File: src/ehsf_pkg.sv
// Package: offsets, bit positions and carrier structs for the status flags
package ehsf_pkg;

  localparam logic [7:0] STS_OFFSET = 8'h24;
  localparam logic [7:0] CMD_OFFSET = 8'h20;
  localparam logic [7:0] INTR_OFFSET = 8'h28;

  // Status flag positions
  localparam int DONE_BIT = 0;
  localparam int TERR_BIT = 1;
  localparam int PCHG_BIT = 2;
  localparam int ROLL_BIT = 3;
  localparam int HSE_BIT = 4;
  localparam int IAA_BIT = 5;
  localparam int NUM_FLAGS = 6;

  // Command register bit positions
  localparam int RUN_STOP_POS = 0;
  localparam int FLS_LO_POS = 2;
  localparam int DOORBELL_POS = 6;

  // Frame list size codes and the index bit watched for each
  localparam logic [1:0] FLS_1024 = 2'h0;
  localparam logic [1:0] FLS_512 = 2'h1;
  localparam logic [1:0] FLS_256 = 2'h2;
  localparam int FIDX_BIT_1024 = 13;
  localparam int FIDX_BIT_512 = 12;
  localparam int FIDX_BIT_256 = 11;
  localparam int FIDX_W = 14;

  localparam logic [5:0] FLAGS_RESET = 6'h00;

  // Events reported by the schedule engine in one cycle
  typedef struct packed {
    logic async_advanced;
    logic td_retired;
    logic td_ioc;
    logic td_error;
    logic short_packet;
  } ehsf_sched_t;

  // Serious host access failures seen by the bus master
  typedef struct packed {
    logic parity_err;
    logic master_abort;
    logic target_abort;
  } ehsf_sys_err_t;

  // Register write strobe with data
  typedef struct packed {
    logic wr;
    logic [7:0] addr;
    logic [31:0] data;
  } ehsf_reg_wr_t;

endpackage

File: src/ehsf_status_flags.sv
// Low-order host status flags with write-one-to-clear and interrupt gating
// How it works
// - Doorbell then async advance sets bit 5
// - Parity or abort failure sets bit 4
// - System error clears the run/stop bit
// - Frame index wrap sets bit 3
// - Wrap watched on index bit 13/12/11
// - Unowned port change sets bit 2
// - Force resume rising also sets bit 2
// - D3-to-D0 loads bit 2 from change OR
// - Transaction error sets bit 1
// - Retired error with interrupt-on-complete sets both
// - Retired descriptor with interrupt-on-complete sets bit 0
// - Short packet also sets bit 0
// - Writing one clears, zero keeps
// - Interrupt when flag and enable set
module ehsf_status_flags #(
  parameter int NUM_PORTS = 2
) (
  input wire logic I_CORE_CLK,
  input wire logic I_SYS_RST,
  input wire ehsf_pkg::ehsf_reg_wr_t i_reg_wr,
  input wire logic [ehsf_pkg::FIDX_W-1:0] i_frame_index,
  input wire ehsf_pkg::ehsf_sched_t i_sched,
  input wire ehsf_pkg::ehsf_sys_err_t i_sys_err,
  input wire logic [NUM_PORTS-1:0] i_port_owner,
  input wire logic [NUM_PORTS-1:0] i_port_change,
  input wire logic [NUM_PORTS-1:0] i_force_resume,
  input wire logic i_d3_to_d0,
  input wire logic [5:0] i_intr_enable,
  output logic [31:0] o_status,
  output logic o_run_stop,
  output logic o_doorbell,
  output logic [1:0] o_frame_list_size,
  output logic o_irq
);

  ////////////////////////////////////////////////////////////////////////
  // Write decode

  // Shared by every register that this block owns
  function automatic logic wr_hits(input ehsf_pkg::ehsf_reg_wr_t w,
                                   input logic [7:0] offset);
    return w.wr && (w.addr == offset);
  endfunction

  logic sts_wr;
  logic cmd_wr;
  logic [5:0] clear_mask;
  assign sts_wr = wr_hits(i_reg_wr, ehsf_pkg::STS_OFFSET);
  assign cmd_wr = wr_hits(i_reg_wr, ehsf_pkg::CMD_OFFSET);
  assign clear_mask = sts_wr ? i_reg_wr.data[5:0] : 6'h00;

  ////////////////////////////////////////////////////////////////////////
  // Event detection

  logic sys_err;
  logic roll_evt;
  logic watch_bit;
  logic watch_bit_r;
  logic pchg_evt;
  logic [NUM_PORTS-1:0] chg_r;
  logic [NUM_PORTS-1:0] fpr_r;
  logic [NUM_PORTS-1:0] port_evt;
  logic [1:0] fls_seen_r;
  logic iaa_evt;
  logic [5:0] set_mask;

  assign sys_err = |i_sys_err;

  // Index bit chosen by list size; any toggle while the size is unchanged means a wrap
  always_comb begin
    unique case (o_frame_list_size)
      ehsf_pkg::FLS_1024: watch_bit = i_frame_index[ehsf_pkg::FIDX_BIT_1024];
      ehsf_pkg::FLS_512: watch_bit = i_frame_index[ehsf_pkg::FIDX_BIT_512];
      default: watch_bit = i_frame_index[ehsf_pkg::FIDX_BIT_256];
    endcase
  end

  always_ff @(posedge I_CORE_CLK) begin
    if (I_SYS_RST) begin
      watch_bit_r <= 1'b0;
    end else begin
      watch_bit_r <= watch_bit;
    end
  end

  // Remembers the size that watch_bit_r was taken under
  always_ff @(posedge I_CORE_CLK) begin
    if (I_SYS_RST) begin
      fls_seen_r <= ehsf_pkg::FLS_1024;
    end else begin
      fls_seen_r <= o_frame_list_size;
    end
  end

  // A size change swaps the watched bit; that step is not a wrap, so the
  // compare is skipped for the one cycle in which old and new sizes differ
  assign roll_evt = (watch_bit ^ watch_bit_r)
                  && (o_frame_list_size == fls_seen_r);

  always_ff @(posedge I_CORE_CLK) begin
    if (I_SYS_RST) begin
      chg_r <= '0;
      fpr_r <= '0;
    end else begin
      chg_r <= i_port_change;
      fpr_r <= i_force_resume;
    end
  end

  // One detector per port; an owned port belongs to the companion
  // controller, so its change bits stay out of this flag except on a D3-to-D0 load
  genvar gp;
  generate
    for (gp = 0; gp < NUM_PORTS; gp++) begin : g_port
      assign port_evt[gp] = (i_port_change[gp] && !chg_r[gp]
                            && !i_port_owner[gp])
                          || (i_force_resume[gp] && !fpr_r[gp]);
    end
  endgenerate

  assign pchg_evt = |port_evt;

  assign iaa_evt = o_doorbell && i_sched.async_advanced;

  always_comb begin
    set_mask = 6'h00;
    set_mask[ehsf_pkg::IAA_BIT] = iaa_evt;
    set_mask[ehsf_pkg::HSE_BIT] = sys_err;
    set_mask[ehsf_pkg::ROLL_BIT] = roll_evt;
    set_mask[ehsf_pkg::PCHG_BIT] = pchg_evt;
    set_mask[ehsf_pkg::TERR_BIT] = i_sched.td_error;
    set_mask[ehsf_pkg::DONE_BIT] =
      (i_sched.td_retired && i_sched.td_ioc)
      || i_sched.short_packet;
  end

  ////////////////////////////////////////////////////////////////////////
  // Status flags: set wins over a clear in the same cycle

  logic [5:0] flags_r;
  logic [5:0] flags_nxt;

  always_comb begin
    flags_nxt = (flags_r & ~clear_mask) | set_mask;
    if (i_d3_to_d0) begin
      flags_nxt[ehsf_pkg::PCHG_BIT] = |i_port_change;
    end
  end

  always_ff @(posedge I_CORE_CLK) begin
    if (I_SYS_RST) begin
      flags_r <= ehsf_pkg::FLAGS_RESET;
    end else begin
      flags_r <= flags_nxt;
    end
  end

  always_ff @(posedge I_CORE_CLK) begin
    if (I_SYS_RST) begin
      o_status <= 32'h0000_0000;
    end else begin
      o_status <= {26'h000_0000, flags_nxt};
    end
  end

  ////////////////////////////////////////////////////////////////////////
  // Command bits owned jointly with software

  always_ff @(posedge I_CORE_CLK) begin
    if (I_SYS_RST) begin
      o_run_stop <= 1'b0;
    end else if (sys_err) begin
      o_run_stop <= 1'b0;
    end else if (cmd_wr) begin
      o_run_stop <= i_reg_wr.data[ehsf_pkg::RUN_STOP_POS];
    end
  end

  always_ff @(posedge I_CORE_CLK) begin
    if (I_SYS_RST) begin
      o_frame_list_size <= ehsf_pkg::FLS_1024;
    end else if (cmd_wr) begin
      o_frame_list_size <=
        i_reg_wr.data[ehsf_pkg::FLS_LO_POS +: 2];
    end
  end

  // Writing zero to the doorbell never cancels a pending request
  always_ff @(posedge I_CORE_CLK) begin
    if (I_SYS_RST) begin
      o_doorbell <= 1'b0;
    end else if (iaa_evt) begin
      o_doorbell <= 1'b0;
    end else if (cmd_wr && i_reg_wr.data[ehsf_pkg::DOORBELL_POS]) begin
      o_doorbell <= 1'b1;
    end
  end

  ////////////////////////////////////////////////////////////////////////
  // Interrupt request

  always_ff @(posedge I_CORE_CLK) begin
    if (I_SYS_RST) begin
      o_irq <= 1'b0;
    end else begin
      o_irq <= |(flags_nxt & i_intr_enable);
    end
  end

endmodule

File: config.mk
export PLATFORM = sky130hd
export DESIGN_NAME = ehsf_status_flags
export DESIGN_NICKNAME = d
export VERILOG_FILES = /design/src/ehsf_pkg.sv /design/src/ehsf_status_flags.sv
export SDC_FILE = /design/constraint.sdc
export NUM_CORES = 1
export LEC_CHECK = 0
export ABC_CLOCK_PERIOD_IN_PS = 2100
export BUFFER_PORTS_ARGS = -buffer_cell sky130_fd_sc_hd__buf_4
export CAP_MARGIN = 10
export CORE_ASPECT_RATIO = 0.7
export CORE_MARGIN = 2
export CORE_UTILIZATION = 34
export CTS_CLUSTER_SIZE = 28
export DETAILED_ROUTE_END_ITERATION = 7
export PLACE_DENSITY = 0.9
export SLEW_MARGIN = 0
export SYNTH_ARGS = -nofsm -noshare
export SYNTH_HDL_FRONTEND = slang
export SYNTH_SLANG_ARGS = --single-unit
File: constraint.sdc
create_clock -name I_CORE_CLK -period 2.1 [get_ports I_CORE_CLK]
set_input_delay 0.315 -clock I_CORE_CLK [delete_from_list [all_inputs] [get_ports I_CORE_CLK]]
set_output_delay 0.315 -clock I_CORE_CLK [all_outputs]
set_load 0.03 [all_outputs]
==> impl_metrics.toml <==
[die]
coreArea_um2 = 2840
die_h_um = 50.2
initial_core_util = 0.365
dieArea_um2 = 3520
io-pin-count = 115
die_w_um = 70.0
rows = 16

[synth]
syn_inst = 121
ys_seq_area_frac = 0.347
synth_cell_type_count = 34
ys_ff_latch = 18
syn_area_per_cell_um2 = 8.57
synth_area_um2 = 1040
yosys_warnings = 0

[finish]
area_delta_synth_final_pct = 36.9
diodes = 0
final_util = 0.500
multi_input_area_um2 = 549
final_nets = 255
final_cell_mix = "buf_4 (54), conb_1 (26), dfxtp_1 (18), nor2_1 (13), nand2_1 (10)"
seqCellArea_um2 = 360
layout_commonest_cell = "buf_4"
layout-drive-gt1-share = 0.360
nFillCells = 282

[worst_hold_path]
min_to = "fpr_r[0]"
worstHoldPathType = "in -> reg"
hold_depth = 2
holdCritStartpoint = "i_force_resume[0]"

[setup_path]
crit_path_start_kind = "input pin"
cp_common_cell = "buf_4"
cpMaxStageDelayCell = "or4b_4"
cp_slowest_stage_delay_ps = 580
path_buf_inv = 2
worstPathMaxFanout = 6
rrSetupSlack_ps = 510
crit-reg2reg-capture = "o_irq"
end_kind = "register"
crit_type = "in -> reg"
path_cells = "buf_4 > or4b_4 > nor3_4 > buf_4 > a21boi_1 > o31ai_2 > a41oi_1"
cp.arrival_ps = 1780
reg2reg_depth = 5
r2r_start = "o_frame_list_size[0]"
cpLargestDelayFamily = "simple AND/OR/NAND/NOR gates"
critPathRequiredTime_ps = 2230

[detailed_routing]
vias = 951
first_iter_violations = 25
drc = 0
wl_um = 2280
drt-pass1-iter-count = 4
drt-wirelength-per-cell_um = 10.8
vias_per_cell = 4.51
detail-route-antenna-nets = 0

[clock_tree]
clk_pin_slew_ps = 60
cts_root_buffer = "clkbuf_8"
htreeDepth = 1
max-clock-path-buffers = 2
cts_resized = 0
cts_tree = "done"
cts_setup_buffers = 0
holdBufCountCts = 0
clkLatencyLatePin_ps = 250
numCtsBuffers = 3
clock-sinks = 18

[global_routing]
grt_use_total = 0.133
grt_pass1_vias = 832
grt_overflow = 0
antenna_found_initial = 0
grt_max_degree = 19
grt_pass1_wl_um = 3620

[timing]
fin_crit_sh = 0.785
drv_slew = 0
rsz0062_at_grt = "no"
setup_viol = 0
setup_tns_ps = 0
hold_viol = 0
period_minus_slack_ps = 1650
fin_skew_ps = 2.61
fmax_mhz = 606

[placed_design]
gp_congestion = 0.727
portBuffers = 52
dp_hpwl_um = 1870

[outcome]
outcome = "completed"

[pwr]
ir_worst_vdd_mv = 0.315
p_leak_uw = 0.000696
powerDensity_nw_per_um2 = 562

[job]
maxCapViolations = 0
[cell families after synthesis]
kind of cell    count (synthesis)  synth area share
simple gates                   41             0.223
buf+inv                        33             0.214
compound gates                 20             0.135
flops                          18             0.347
mux                             6            0.0603
xor+xnor                        2            0.0169
other cells                     1           0.00362
[layer usage]
layer  share of wire  wire (um)  vias up  GRT usage
met5               0          0        -          0
met4           0.011         25        0     0.0385
met3            0.11        253        5     0.0683
met2            0.48       1110       41      0.225
met1            0.39        896      439      0.148
li1                -          -      466          -
[worst register-to-register path, stage by stage, from the launching register on]
cell and delay (ps):
dfxtp_1 420, mux2_1 340, mux2i_1 230, nor4_1 120
o31ai_2 220, a41oi_1 130
[flip-flops by register name, summed over array words and instances, names as in the netlist]
signal	cells
watch_bit_r	1
o_status	6
fpr_r	2
o_doorbell	1
o_run_stop	1
fls_seen_r	2
chg_r	2
o_frame_list_size	2
o_irq	1
[area by class of cell]
class                           count  area share
Tap cell                           36      0.0317
Timing Repair Buffer               54       0.285
Sequential cell                    18       0.254
Inverter                            5      0.0132
Clock buffer                        3      0.0291
Multi-Input combinational cell     95       0.387
[synth_stat cells]
cell | count | area (um2)
nand2_1 | 10 | 37.5
a31oi_1 | 2 | 12.5
nand2b_1 | 1 | 6.26
mux2_2 | 1 | 11.3
o31ai_2 | 1 | 12.5
nor2b_1 | 6 | 37.5
a41oi_1 | 1 | 8.76
a21boi_0 | 1 | 7.51
a21oi_1 | 3 | 15.0
inv_1 | 5 | 18.8
buf_4 | 26 | 195
nor3_4 | 2 | 32.5
and3_1 | 1 | 6.26
o211ai_1 | 1 | 7.51
mux2_1 | 1 | 11.3
buf_1 | 1 | 3.75
o21ai_0 | 4 | 20.0
xor2_1 | 2 | 17.5
nand3_1 | 1 | 5.00
dfxtp_1 | 18 | 360
a221oi_1 | 1 | 8.76
a21boi_1 | 2 | 15.0
mux2i_1 | 4 | 40.0
o22a_1 | 1 | 8.76
or3_1 | 1 | 6.26
nor3_1 | 1 | 5.00
clkbuf_1 | 1 | 3.75
a21o_1 | 1 | 7.51
o31a_1 | 1 | 8.76
nor4_1 | 3 | 18.8
a22oi_1 | 1 | 7.51
or4b_4 | 2 | 27.5
nor2_1 | 13 | 48.8
conb_1 | 1 | 3.75
[power breakdown]
part | total [uW] | internal (uW) | switching (uW)
Combinational | 203 | 79.8 | 123
Sequential | 361 | 356 | 5.88
Clock | 233 | 127 | 106
Total | 797 | 563 | 235
[through the flow]
| stage | area, um2 | setup WS (ps) | power [uW] | hold slack (ps) | std cells |
|---|---|---|---|---|---|
| after floorplan | 1130 | 380 | 525 | 432 | 146 |
| after global placement | 1380 | 197 | 569 | 490 | 208 |
| after detailed placement | 1380 | 179 | 572 | 493 | 208 |
| after CTS | 1420 | 443 | 812 | 277 | 211 |
| after global routing | 1420 | 335 | 845 | 278 | 211 |
| final | 1420 | 451 | 797 | 285 | 211 |
[worst max-delay path by stage]
stage	from	to	slack [ps]	depth (start not counted)
floorplan	i_reg_wr[39]	o_irq	380	5
global placement	i_reg_wr[39]	o_irq	200	7
detailed placement	i_reg_wr[39]	o_irq	180	7
CTS	i_reg_wr[39]	o_irq	440	7
global route	i_reg_wr[39]	o_irq	330	7
finish	i_reg_wr[39]	o_irq	450	7
(Power assumes the default switching activity.)
